$ cat src/logic/mbs_defs.svh
// constants of the serial link frame handler: characters, codes, offsets
// assumes inclusion by bare name from the design file
`ifndef MBS_DEFS_SVH
`define MBS_DEFS_SVH
`define MBS_COLON 8'h3a
`define MBS_CR 8'h0d
`define MBS_LF 8'h0a
`define MBS_CH_0 8'h30
`define MBS_CH_A 8'h41
`define MBS_CH_F 8'h46
`define MBS_CH_AOFS 8'h37
`define MBS_TEN 4'ha
`define MBS_CRC_INIT 16'hffff
`define MBS_CRC_POLY 16'ha001
`define MBS_BCAST 8'h00
`define MBS_MAX_STN 8'h1f
`define MBS_FN_RD 8'h03
`define MBS_FN_WR1 8'h06
`define MBS_FN_LOOP 8'h08
`define MBS_FN_WRN 8'h10
`define MBS_ERR_BIT 8'h80
`define MBS_EC_FUNC 8'h01
`define MBS_EC_ADDR 8'h02
`define MBS_EC_DATA 8'h03
`define MBS_A_FREQ1 16'h0100
`define MBS_A_RUN1 16'h0101
`define MBS_A_FREQ2 16'h0107
`define MBS_A_RUN2 16'h0108
`define MBS_RST_PRI 16'h0001
`define MBS_RST_SEC 16'h0000
`define MBS_MAX_FREQ 16'h0004
`define MBS_MAX_RUN 16'h0002
`define MBS_FREQ_LINK 3'h3
`define MBS_RUN_LINK 2'h2
`define MBS_MIF_SEL2 4'h4
`define MBS_FMT_ASCII 4'h4
`define MBS_I_FN 1
`define MBS_I_CNT 2
`define MBS_HDR_LEN 6
`define MBS_RD_DATA 3
`define MBS_WRN_DATA 7
`define MBS_ERR_LEN 3
`define MBS_RTU_MIN 4
`define MBS_ASC_MIN 3
`define MBS_CRC_LEN 2
`define MBS_LRC_LEN 1
`define MBS_P_CR 2
`define MBS_P_LF 3
`define MBS_MAX_DATA 16
`define MBS_MAX_WORDS 8
`define MBS_CLK_KHZ 40000
`define MBS_IDLE_MS 10
`define MBS_TICK_MS 100
`endif

$ cat src/logic/mbs_pkg.sv
// types shared by the frame handler and its bench
// assumes mbs_defs.svh sits on the include path
package mbs_pkg;
  // one character or byte with its strobe
  typedef struct packed {
    logic valid;
    logic [7:0] data;
  } mbs_byte_type;
  // selected command sources
  typedef struct packed {
    logic [2:0] freq;
    logic [1:0] run;
  } mbs_src_type;
  typedef enum logic [1:0] {ST_RX, ST_PARSE, ST_EXEC, ST_TX} mbs_state_type;
endpackage

$ cat src/logic/mbs_frame_handler.sv
// slave frame handler: deframing, address filter, function decode, reply
// assumes a character receiver and transmitter outside, one clock domain
`timescale 1ns/10ps
`default_nettype none
`include "mbs_defs.svh"
// How it works
// - frequency source 0..4, default analog
// - run source 0..2, default terminals
// - secondary sources when input is 4, switch off
// - ascii frames colon, hex pairs, CR LF
// - at most sixteen data bytes
// - rtu frames bounded by ten ms idle
// - rtu: address, function, data, two-byte CRC
// - station zero broadcast, never answered
// - act only on own or broadcast address
// - decode read, write, loopback, multiple write
// - every register moves as two bytes
// - CRC mismatch discards the command
// - CRC starts at all ones
// - xor byte, eight shifts, poly on carry
// - every byte in order gives checksum
// - checksum sent low byte first
// - link reaches registers whatever the sources
// - own address latched once, zero ignores link
// - loss timer raises fault, zero disables
// - error reply sets function top bit
module mbs_frame_handler #(
  parameter int unsigned DEPTH = `MBS_MAX_DATA + `MBS_RTU_MIN,
  parameter int unsigned IDLE_CYC = `MBS_IDLE_MS * `MBS_CLK_KHZ,
  parameter int unsigned TICK_CYC = `MBS_TICK_MS * `MBS_CLK_KHZ,
  parameter int unsigned MAX_WORDS = `MBS_MAX_WORDS
) (
  input wire logic clk_i,
  input wire logic rst_n_i,
  input wire mbs_pkg::mbs_byte_type rx_i,
  input wire logic tx_ready_i,
  output var mbs_pkg::mbs_byte_type tx_o,
  input wire logic [7:0] own_station_address_i,
  input wire logic [3:0] char_format_select_i,
  input wire logic [6:0] comm_loss_timeout_i,
  input wire logic [7:0][3:0] multi_input_function_sel_i,
  input wire logic src_switch_i,
  output var mbs_pkg::mbs_src_type src_o,
  output logic link_freq_o,
  output logic link_run_o,
  output logic comm_fault_o,
  output logic frame_drop_o
);
  import mbs_pkg::*;
  localparam int GW = $clog2(IDLE_CYC + 1);
  localparam int TW = $clog2(TICK_CYC + 1);
  localparam int PW = $clog2(DEPTH + 5);

  // the buffer must hold the longest frame and the longest read reply
  if (DEPTH < `MBS_MAX_DATA + `MBS_RTU_MIN || 2 * MAX_WORDS > `MBS_MAX_DATA || IDLE_CYC < 1)
    $error("mbs_frame_handler: unusable parameters");

  // one crc byte step
  function automatic logic [15:0] crc_step(input logic [15:0] c, input logic [7:0] b);
    logic [15:0] r;
    r = c ^ {8'h00, b};
    for (int i = 0; i < 8; i++) begin
      r = r[0] ? ((r >> 1) ^ `MBS_CRC_POLY) : (r >> 1);
    end
    return r;
  endfunction
  // hex character to nibble, top bit flags a bad character
  function automatic logic [4:0] hex2n(input logic [7:0] ch);
    if (ch >= `MBS_CH_0 && ch < `MBS_CH_A - 8'h07)
      return {1'b0, 4'(ch - `MBS_CH_0)};
    else if (ch >= `MBS_CH_A && ch <= `MBS_CH_F)
      return {1'b0, 4'(ch - `MBS_CH_AOFS)};
    else
      return 5'h10;
  endfunction
  function automatic logic [7:0] n2hex(input logic [3:0] n);
    return (n < `MBS_TEN) ? `MBS_CH_0 + {4'h0, n} : `MBS_CH_AOFS + {4'h0, n};
  endfunction
  // register map lookup: valid bit and bank index
  function automatic logic [2:0] reg_map(input logic [15:0] a);
    case (a)
      `MBS_A_FREQ1: return 3'h4;
      `MBS_A_RUN1: return 3'h5;
      `MBS_A_FREQ2: return 3'h6;
      `MBS_A_RUN2: return 3'h7;
      default: return 3'h0;
    endcase
  endfunction

  // frame engine state
  mbs_state_type st_ff, nxt_st;
  logic [7:0] mem [DEPTH]; // frame and reply buffer
  logic mem_we;
  logic [PW-1:0] mem_wa;
  logic [7:0] mem_wd;
  logic [PW-1:0] cnt_ff, nxt_cnt, j_ff, nxt_j, tlen_ff, nxt_tlen, tpos_ff, nxt_tpos, pi;
  logic [15:0] rcrc_ff, nxt_rcrc, tcrc_ff, nxt_tcrc, start_ff, nxt_start, qty_ff, nxt_qty;
  logic [7:0] rlrc_ff, nxt_rlrc, tlrc_ff, nxt_tlrc, fn_ff, nxt_fn, err_ff, nxt_err;
  logic [7:0] td_ff, nxt_td, own_ff, nxt_own, pb, tb, bv;
  logic [3:0] hi_ff, nxt_hi;
  logic [4:0] hx;
  logic [GW-1:0] gap_ff, nxt_gap;
  logic bad_ff, nxt_bad, nib_ff, nxt_nib, infr_ff, nxt_infr, bcast_ff, nxt_bcast;
  logic tnib_ff, nxt_tnib, tv_ff, nxt_tv, ascii_ff, nxt_ascii, cap_ff, nxt_cap;
  logic valid_ff, nxt_valid, drop_ff, nxt_drop, good, hit, bok;
  logic [2:0] rm;
  logic [15:0] wv, lim;
  // register bank write port
  logic reg_we;
  logic [1:0] reg_wi;
  logic [15:0] reg_wd;
  logic [3:0][15:0] regs_ff, nxt_regs;

  // reply byte, with error and byte count fields patched in on the fly
  always_comb begin
    pi = ascii_ff ? tpos_ff - PW'(1) : tpos_ff;
    if (err_ff != 8'h00 && pi == PW'(`MBS_I_FN))
      pb = fn_ff | `MBS_ERR_BIT;
    else if (err_ff != 8'h00 && pi == PW'(`MBS_I_CNT))
      pb = err_ff;
    else if (fn_ff == `MBS_FN_RD && pi == PW'(`MBS_I_CNT))
      pb = {qty_ff[6:0], 1'b0};
    else
      pb = mem[pi];
  end

  // receive, parse, execute and transmit in one sequencer
  always_comb begin
    nxt_st = st_ff; nxt_cnt = cnt_ff; nxt_j = j_ff; nxt_tlen = tlen_ff;
    nxt_tpos = tpos_ff; nxt_rcrc = rcrc_ff; nxt_tcrc = tcrc_ff;
    nxt_start = start_ff; nxt_qty = qty_ff; nxt_rlrc = rlrc_ff;
    nxt_tlrc = tlrc_ff; nxt_fn = fn_ff; nxt_err = err_ff; nxt_td = td_ff;
    nxt_own = own_ff; nxt_hi = hi_ff; nxt_bad = bad_ff; nxt_nib = nib_ff;
    nxt_infr = infr_ff; nxt_bcast = bcast_ff; nxt_tnib = tnib_ff;
    nxt_tv = tv_ff; nxt_ascii = ascii_ff; nxt_cap = cap_ff;
    nxt_valid = 1'b0; nxt_drop = 1'b0;
    mem_we = 1'b0; mem_wa = cnt_ff; mem_wd = rx_i.data;
    reg_we = 1'b0; reg_wi = 2'h0; reg_wd = qty_ff;
    bok = 1'b0; bv = rx_i.data; hx = hex2n(rx_i.data); tb = pb;
    good = 1'b0; hit = 1'b0; rm = 3'h0; wv = 16'h0000; lim = 16'h0000;
    // idle gap since last character, saturating
    nxt_gap = rx_i.valid ? '0 : (gap_ff == GW'(IDLE_CYC) ? gap_ff : gap_ff + GW'(1));
    // address and framing take effect only at start-up
    if (!cap_ff) begin
      nxt_own = own_station_address_i;
      nxt_ascii = char_format_select_i >= `MBS_FMT_ASCII;
      nxt_cap = 1'b1;
    end
    case (st_ff)
      ST_RX: begin
        if (ascii_ff) begin
          if (!rx_i.valid) begin
            // nothing arrived
          end else if (rx_i.data == `MBS_COLON) begin
            nxt_cnt = '0; nxt_rcrc = `MBS_CRC_INIT; nxt_rlrc = 8'h00;
            nxt_bad = 1'b0; nxt_nib = 1'b0; nxt_infr = 1'b1;
          end else if (infr_ff && rx_i.data == `MBS_LF) begin
            nxt_infr = 1'b0; nxt_st = ST_PARSE;
          end else if (infr_ff && rx_i.data != `MBS_CR) begin
            if (hx[4]) nxt_bad = 1'b1;
            else if (nib_ff) begin
              bok = 1'b1; bv = {hi_ff, hx[3:0]}; nxt_nib = 1'b0;
            end else begin
              nxt_hi = hx[3:0]; nxt_nib = 1'b1;
            end
          end
        end else if (rx_i.valid) begin
          bok = 1'b1;
        end else if (gap_ff == GW'(IDLE_CYC) && cnt_ff != '0) begin
          nxt_st = ST_PARSE;
        end
        // append a byte; an overlong frame is poisoned, not wrapped
        if (bok) begin
          if (cnt_ff == PW'(DEPTH)) nxt_bad = 1'b1;
          else begin
            mem_we = 1'b1; mem_wd = bv; nxt_cnt = cnt_ff + PW'(1);
            nxt_rcrc = crc_step(rcrc_ff, bv);
            nxt_rlrc = rlrc_ff + bv;
          end
        end
      end
      ST_PARSE: begin
        // crc over a frame with its own crc leaves zero, lrc sums to zero
        good = !bad_ff && (ascii_ff ?
               (cnt_ff >= PW'(`MBS_ASC_MIN) && rlrc_ff == 8'h00) :
               (cnt_ff >= PW'(`MBS_RTU_MIN) && rcrc_ff == 16'h0000));
        hit = own_ff != `MBS_BCAST && own_ff <= `MBS_MAX_STN &&
              (mem[0] == own_ff || mem[0] == `MBS_BCAST);
        nxt_tlen = cnt_ff - PW'(ascii_ff ? `MBS_LRC_LEN : `MBS_CRC_LEN);
        nxt_fn = mem[`MBS_I_FN];
        nxt_start = {mem[`MBS_I_CNT], mem[`MBS_I_CNT+1]};
        nxt_qty = {mem[`MBS_I_CNT+2], mem[`MBS_I_CNT+3]};
        nxt_bcast = mem[0] == `MBS_BCAST;
        nxt_err = 8'h00; nxt_j = '0; nxt_tpos = '0; nxt_tnib = 1'b0;
        nxt_tcrc = `MBS_CRC_INIT; nxt_tlrc = 8'h00;
        nxt_cnt = '0; nxt_rcrc = `MBS_CRC_INIT; nxt_rlrc = 8'h00;
        nxt_bad = 1'b0; nxt_nib = 1'b0;
        nxt_valid = good && hit;
        nxt_drop = !good;
        nxt_st = (good && hit) ? ST_EXEC : ST_RX;
      end
      ST_EXEC: begin
        nxt_st = ST_TX;
        case (fn_ff)
          `MBS_FN_LOOP: ;
          `MBS_FN_WR1: begin
            rm = reg_map(start_ff);
            lim = rm[0] ? `MBS_MAX_RUN : `MBS_MAX_FREQ;
            if (tlen_ff != PW'(`MBS_HDR_LEN)) nxt_err = `MBS_EC_DATA;
            else if (!rm[2]) nxt_err = `MBS_EC_ADDR;
            else if (qty_ff > lim) nxt_err = `MBS_EC_DATA;
            else begin
              reg_we = 1'b1; reg_wi = rm[1:0];
            end
          end
          `MBS_FN_RD: begin
            rm = reg_map(start_ff + 16'(j_ff >> 1));
            if (tlen_ff != PW'(`MBS_HDR_LEN) || qty_ff == 16'h0000 || qty_ff > 16'(MAX_WORDS))
              nxt_err = `MBS_EC_DATA;
            else if (!rm[2]) nxt_err = `MBS_EC_ADDR;
            else begin
              // one reply byte per cycle, high byte first
              mem_we = 1'b1; mem_wa = PW'(`MBS_RD_DATA) + j_ff;
              mem_wd = j_ff[0] ? regs_ff[rm[1:0]][7:0] : regs_ff[rm[1:0]][15:8];
              nxt_j = j_ff + PW'(1);
              if (16'(j_ff) + 16'h0001 == {qty_ff[14:0], 1'b0})
                nxt_tlen = PW'(`MBS_RD_DATA) + PW'({qty_ff[6:0], 1'b0});
              else nxt_st = ST_EXEC;
            end
          end
          `MBS_FN_WRN: begin
            rm = reg_map(start_ff + 16'(j_ff));
            lim = rm[0] ? `MBS_MAX_RUN : `MBS_MAX_FREQ;
            wv = {mem[PW'(`MBS_WRN_DATA) + {j_ff[PW-2:0], 1'b0}],
                  mem[PW'(`MBS_WRN_DATA + 1) + {j_ff[PW-2:0], 1'b0}]};
            if (qty_ff == 16'h0000 || qty_ff > 16'(MAX_WORDS) ||
                16'(tlen_ff) != 16'(`MBS_WRN_DATA) + {qty_ff[14:0], 1'b0})
              nxt_err = `MBS_EC_DATA;
            else if (!rm[2]) nxt_err = `MBS_EC_ADDR;
            else if (wv > lim) nxt_err = `MBS_EC_DATA;
            else begin
              reg_we = 1'b1; reg_wi = rm[1:0]; reg_wd = wv;
              nxt_j = j_ff + PW'(1);
              if (16'(j_ff) + 16'h0001 == qty_ff) nxt_tlen = PW'(`MBS_HDR_LEN);
              else nxt_st = ST_EXEC;
            end
          end
          default: nxt_err = `MBS_EC_FUNC;
        endcase
        if (nxt_err != 8'h00) nxt_tlen = PW'(`MBS_ERR_LEN);
        // broadcasts are executed silently
        if (nxt_st == ST_TX && bcast_ff) nxt_st = ST_RX;
      end
      ST_TX: begin
        // a character waiting on the transmitter is held still
        if (!tv_ff || tx_ready_i) begin
          nxt_tv = 1'b1;
          if (ascii_ff) begin
            if (tpos_ff == '0) begin
              nxt_td = `MBS_COLON; nxt_tpos = PW'(1);
            end else if (tpos_ff <= tlen_ff + PW'(1)) begin
              if (tpos_ff == tlen_ff + PW'(1)) tb = 8'h00 - tlrc_ff;
              nxt_td = n2hex(tnib_ff ? tb[3:0] : tb[7:4]);
              nxt_tnib = !tnib_ff;
              if (tnib_ff) nxt_tpos = tpos_ff + PW'(1);
              else if (tpos_ff <= tlen_ff) nxt_tlrc = tlrc_ff + pb;
            end else if (tpos_ff == tlen_ff + PW'(`MBS_P_CR)) begin
              nxt_td = `MBS_CR; nxt_tpos = tpos_ff + PW'(1);
            end else if (tpos_ff == tlen_ff + PW'(`MBS_P_LF)) begin
              nxt_td = `MBS_LF; nxt_tpos = tpos_ff + PW'(1);
            end else begin
              nxt_tv = 1'b0; nxt_st = ST_RX;
            end
          end else if (tpos_ff < tlen_ff) begin
            nxt_td = pb; nxt_tcrc = crc_step(tcrc_ff, pb);
            nxt_tpos = tpos_ff + PW'(1);
          end else if (tpos_ff == tlen_ff) begin
            nxt_td = tcrc_ff[7:0]; nxt_tpos = tpos_ff + PW'(1);
          end else if (tpos_ff == tlen_ff + PW'(1)) begin
            nxt_td = tcrc_ff[15:8]; nxt_tpos = tpos_ff + PW'(1);
          end else begin
            nxt_tv = 1'b0; nxt_st = ST_RX;
          end
        end
      end
      default: nxt_st = ST_RX;
    endcase
  end

  // sequencer registers; the buffer itself needs no reset
  always_ff @(posedge clk_i) begin
    if (mem_we) mem[mem_wa] <= mem_wd;
    if (!rst_n_i) begin
      st_ff <= ST_RX; cnt_ff <= '0; j_ff <= '0; tlen_ff <= '0; tpos_ff <= '0;
      rcrc_ff <= `MBS_CRC_INIT; tcrc_ff <= `MBS_CRC_INIT; start_ff <= 16'h0000;
      qty_ff <= 16'h0000; rlrc_ff <= 8'h00; tlrc_ff <= 8'h00; fn_ff <= 8'h00;
      err_ff <= 8'h00; td_ff <= 8'h00; own_ff <= 8'h00; hi_ff <= 4'h0;
      gap_ff <= '0; bad_ff <= 1'b0; nib_ff <= 1'b0; infr_ff <= 1'b0;
      bcast_ff <= 1'b0; tnib_ff <= 1'b0; tv_ff <= 1'b0; ascii_ff <= 1'b0;
      cap_ff <= 1'b0; valid_ff <= 1'b0; drop_ff <= 1'b0;
    end else begin
      st_ff <= nxt_st; cnt_ff <= nxt_cnt; j_ff <= nxt_j; tlen_ff <= nxt_tlen;
      tpos_ff <= nxt_tpos; rcrc_ff <= nxt_rcrc; tcrc_ff <= nxt_tcrc;
      start_ff <= nxt_start; qty_ff <= nxt_qty; rlrc_ff <= nxt_rlrc;
      tlrc_ff <= nxt_tlrc; fn_ff <= nxt_fn; err_ff <= nxt_err; td_ff <= nxt_td;
      own_ff <= nxt_own; hi_ff <= nxt_hi; gap_ff <= nxt_gap; bad_ff <= nxt_bad;
      nib_ff <= nxt_nib; infr_ff <= nxt_infr; bcast_ff <= nxt_bcast;
      tnib_ff <= nxt_tnib; tv_ff <= nxt_tv; ascii_ff <= nxt_ascii;
      cap_ff <= nxt_cap; valid_ff <= nxt_valid; drop_ff <= nxt_drop;
    end
  end

  // source selector bank, written only over the link
  always_comb begin
    nxt_regs = regs_ff;
    if (reg_we) nxt_regs[reg_wi] = reg_wd;
  end
  always_ff @(posedge clk_i) begin
    if (!rst_n_i) regs_ff <= {`MBS_RST_SEC, `MBS_RST_SEC, `MBS_RST_PRI, `MBS_RST_PRI};
    else regs_ff <= nxt_regs;
  end

  // any of the multi-function inputs may ask for the secondary set
  logic [7:0] mif_hit;
  for (genvar g = 0; g < 8; g++) begin : g_mif
    assign mif_hit[g] = multi_input_function_sel_i[g] == `MBS_MIF_SEL2;
  end
  logic sec_on;
  mbs_src_type src_ff, nxt_src;
  logic lf_ff, nxt_lf, lr_ff, nxt_lr;
  always_comb begin
    sec_on = |mif_hit && !src_switch_i;
    nxt_src.freq = sec_on ? regs_ff[2][2:0] : regs_ff[0][2:0];
    nxt_src.run = sec_on ? regs_ff[3][1:0] : regs_ff[1][1:0];
    nxt_lf = nxt_src.freq == `MBS_FREQ_LINK;
    nxt_lr = nxt_src.run == `MBS_RUN_LINK;
  end
  always_ff @(posedge clk_i) begin
    if (!rst_n_i) begin
      // reset shows the primary defaults, not keypad, so nothing sees a false source
      src_ff <= '{freq: 3'(`MBS_RST_PRI), run: 2'(`MBS_RST_PRI)};
      lf_ff <= 1'b0;
      lr_ff <= 1'b0;
    end else begin
      src_ff <= nxt_src; lf_ff <= nxt_lf; lr_ff <= nxt_lr;
    end
  end

  // loss timer in tenths of a second; a good frame to this station or broadcast restarts it
  logic [TW-1:0] tick_ff, nxt_tick;
  logic [6:0] deci_ff, nxt_deci;
  logic fault_ff, nxt_fault;
  always_comb begin
    nxt_tick = (tick_ff == TW'(TICK_CYC - 1)) ? '0 : tick_ff + TW'(1);
    nxt_deci = deci_ff + 7'((tick_ff == TW'(TICK_CYC - 1)) && !(&deci_ff));
    nxt_fault = fault_ff;
    if (valid_ff) begin
      nxt_tick = '0; nxt_deci = 7'h00; nxt_fault = 1'b0;
    end
    if (comm_loss_timeout_i == 7'h00) nxt_fault = 1'b0;
    else if (deci_ff >= comm_loss_timeout_i) nxt_fault = 1'b1;
  end
  always_ff @(posedge clk_i) begin
    if (!rst_n_i) begin
      tick_ff <= '0; deci_ff <= 7'h00; fault_ff <= 1'b0;
    end else begin
      tick_ff <= nxt_tick; deci_ff <= nxt_deci; fault_ff <= nxt_fault;
    end
  end

  assign tx_o = '{valid: tv_ff, data: td_ff};
  assign src_o = src_ff;
  assign link_freq_o = lf_ff;
  assign link_run_o = lr_ff;
  assign comm_fault_o = fault_ff;
  assign frame_drop_o = drop_ff;
endmodule
`default_nettype wire

$ cat config.mk
export PLATFORM = sky130hd
export DESIGN_NAME = mbs_frame_handler
export DESIGN_NICKNAME = d
export VERILOG_FILES = /design/src/logic/mbs_pkg.sv /design/src/logic/mbs_frame_handler.sv
export VERILOG_INCLUDE_DIRS = /design/src /design/src/logic
export SDC_FILE = /design/constraint.sdc
export NUM_CORES = 1
export LEC_CHECK = 0
export BUFFER_PORTS_ARGS = -buffer_cell sky130_fd_sc_hd__buf_2
export CORE_MARGIN = 2
export CORE_UTILIZATION = 50
export CTS_BUF_LIST = sky130_fd_sc_hd__clkbuf_4 sky130_fd_sc_hd__clkbuf_8 sky130_fd_sc_hd__clkbuf_16
export DETAILED_ROUTE_END_ITERATION = 16
export PLACE_DENSITY = 0.66
export SETUP_SLACK_MARGIN = 0.4
export SYNTH_ARGS = -nofsm -noshare
export SYNTH_HDL_FRONTEND = slang
export SYNTH_SLANG_ARGS = --single-unit
export TNS_END_PERCENT = 1
$ cat constraint.sdc
create_clock -name clk_i -period 5.7 [get_ports clk_i]
set_input_delay 1.14 -clock clk_i [delete_from_list [all_inputs] [get_ports clk_i]]
set_output_delay 1.14 -clock clk_i [all_outputs]
set_load 0.01 [all_outputs]
==> metrics.txt <==
Pwr Density=287.1 mW/mm^2; met2 wire length=33.29 mm; drt first-iter violations=2064; Hold Crit Class=reg2reg; routed length per instance=23.29 microns; largest family of logic cells by synthesized area=simple AND/OR/NAND/NOR gates; HPWL Detailed=52.76 mm; cell area after synthesis=0.02422 sq mm; drt via density=6.325; MaxCap Viol Count=0; area grow syn2layout=11.62%; adder-cell share of the synthesized area=0.04390; Ports=82; clk root buf=clkbuf_16; port bufs=79; CTS tree=done; die extent in y=224.1 microns; Layout Nets=2656; ys async rst share=0; largest net degree at the start of global routing=71; Worst slew margin=0.3108; Worst Path Arrival=5420 ps; Layout Skew=21.10 ps; antenna diode count=0; worst endpoint required time=6070 ps; Final Setup Violations=0; Worst setup EP type=flop; simple-gate share of the synthesized area=0.1889; Top Metal Used=met4; Most used DFF post-synth=dfxtp_1; GRT Resource Usage Total=0.2892; post-route insts no fill=3163; number of synthesized flops with an enable pin=160; Syn Nets=2596; Rows=80; drt first pass iters=8; Worst-Skew Late Latency=610 ps; Detail Route Antenna Nets=0; Post-Syn Instances=2450; hold wc startpoint=regs_ff[54]$_SDFFE_PN0P_; share of cells above drive strength 1=0.1448; die area=0.05023 sq mm; Final min period=5050 ps; initial antenna violation count=2; CTS clk-pin slew, worst paths=60 ps; Fill cells=4121; Mapped Avg Cell Area=9.888 sq um; wire length on met3=7.296 mm; first-pass GRT wire length=112.9 mm; Slew @ Worst Pin=1023 ps; Yosys cell types=119; # clock sinks=428; detailed-route DRC error count=0; dpl ws=136.6 ps; fmax=198.0 MHz; RD Place Congestion=0.9754; Static Leak=10.38 nW; Max Buffers Root-to-Sink=3; max-slew violation count=0; sequential area share after synthesis=0.4198; total power=7.762 mW; Critical R2R Launch=j_ff[2]$_SDFFE_PN0P_; Synth Register Bits=428; setup TNS=0 ps; Critical Path Start Type=flop; Critical Path Start=j_ff[2]$_SDFFE_PN0P_; mux share of post-synthesis cell area=0.1109; outcome=finished clean; Final Hold Vio Count=0; unrepaired setup endpoints after global routing=yes; final wirelength=73.66 mm; Synth Warn #=0; initial core utilization=0.5074; slack of the critical path=650.1 ps; total CTS buffers=46; # placed instances=3068; via count=20010; CP Max Fanout=25; final period utilization=0.8860; Worst Setup Path Type=reg2reg; htree depth=2; VDD IR max=293.5 uV; M1 wire length=30.15 mm; grt ovf=0; die width=224.1 microns; vias in the first global route=19430; Std-Cell Core Area=0.04775 sq mm; compound-gate portion of the synthesized area=0.1311; Post-Synth XOR/XNOR Area=0.06513
worst max-delay path, stage by stage (launching register included):
cell	delay, ps
dfxtp_1	340
buf_4	380
fa_1	320
a21o_1	180
a21oi_1	90
or3_1	310
a21oi_1	210
a21bo_2	250
nor4_2	220
buf_4	190
nand4_1	210
nor2_1	470
buf_4	280
nor3b_1	70
o21ai_0	830
nor2_1	230
buf_4	240
cell usage after synthesis (38+ instances only):
cell | n | area, sq um
nand2_1 | 171 | 641.9
mux2i_1 | 147 | 1471
xor2_1 | 83 | 727.0
ha_1 | 77 | 963.4
clkbuf_1 | 82 | 307.8
and2_1 | 38 | 237.7
xnor2_1 | 73 | 639.4
inv_1 | 75 | 281.5
o22ai_1 | 41 | 256.5
o21ai_0 | 85 | 425.4
and3_1 | 65 | 406.6
a21oi_1 | 99 | 495.5
nand3_1 | 62 | 310.3
mux4_2 | 50 | 1126
dfxtp_1 | 268 | 5365
nor3_1 | 58 | 290.3
nor2_1 | 258 | 968.4
edfxtp_1 | 160 | 4805
nor4_1 | 53 | 331.6
routing by layer:
layer / up-vias / track usage
met2: 1036 / 0.4691
li1: 9167 / -
met1: 9577 / 0.3816
met5: - / 0
met4: 0 / 0.1095
met3: 226 / 0.05863
cell type report:
type | instances | area, sq um | area share
sequential | 428 | 10180 | 0.3764
clock inverter | 29 | 311.5 | 0.01152
inverter | 79 | 297.8 | 0.01101
timing repair buffer | 148 | 963.4 | 0.03563
multi-input combinational | 1807 | 13210 | 0.4887
clock buffer | 57 | 1306 | 0.04831
tap | 615 | 769.5 | 0.02846
state kept, by name (all words and copies together), names as in the netlist, 8 cells and up:
name      count
mem         160
qty_ff       16
gap_ff       19
tcrc_ff      16
regs_ff      64
rcrc_ff      16
rlrc_ff       8
td_ff         8
tick_ff      22
err_ff        8
start_ff     16
tlrc_ff       8
own_ff        8
fn_ff         8
worst paths after layout:
path	to	slack [ps]	cells after the start
setup reg to reg	mem[8][7]$_DFFE_PP_	650	16
hold reg to reg	regs_ff[54]$_SDFFE_PN0P_	460	1
setup / recovery	mem[8][7]$_DFFE_PP_	650	16
hold / removal	regs_ff[54]$_SDFFE_PN0P_	460	1
metrics by stage:
stage / hold WS [ps] / area (sq um) / utilization
after floorplan: 429.1 / 24220 / -
after global placement: 441.2 / 25200 / 0.5278
after detailed placement: 446.3 / 25200 / 0.5278
after CTS: 463.3 / 26840 / 0.5621
after global routing: 472.4 / 27040 / 0.5663
final: 460.0 / 27040 / 0.5663
repair_timing:
item / CTS / global route
hold buffers: 0 / 0
resized for setup: 5 / 24
cloned: 0 / 2
setup buffers: 0 / 7
endpoints found under the setup margin: 63 / 71
pin swaps: 0 / 8
logic make-up after synthesis:
| logic type | count (synthesis) |
|---|---|
| compound gates | 467 |
| xor+xnor | 168 |
| fa+ha+maj | 82 |
| buf+inv | 216 |
| flops | 428 |
| mux | 205 |
| simple gates | 884 |
where the power goes:
| group | internal (mW) | total, mW | switching, mW |
|---|---|---|---|
| registers | 3.28 | 3.39 | 0.109 |
| clock network | 1.87 | 3.18 | 1.31 |
| logic | 0.455 | 1.19 | 0.737 |
cell usage in the layout (no fill, tap or decap), types with 7 or more instances in the layout:
master and n:
a211oi_1 17, a21o_1 18, a21oi_1 99, a221oi_1 17
a22oi_1 18, a31oi_1 36, and2_1 38, and3_1 65
buf_2 79, buf_4 64, clkbuf_16 49, clkinv_1 7
clkinv_2 8, dfxtp_1 263, edfxtp_1 160, ha_1 74
inv_1 75, mux2i_1 147, mux4_2 50, nand2_1 170
nand2b_1 22, nand3_1 62, nand3b_1 8, nand4_1 20
nand4b_1 7, nor2_1 257, nor2b_1 20, nor3_1 58
nor3b_1 10, nor4_1 52, nor4b_1 18, o21a_1 9
o21ai_0 84, o21ai_1 11, o21bai_1 9, o22ai_1 41
o31ai_1 10, or3_1 16, xnor2_1 73, xor2_1 83
(Power assumes the default switching activity.)
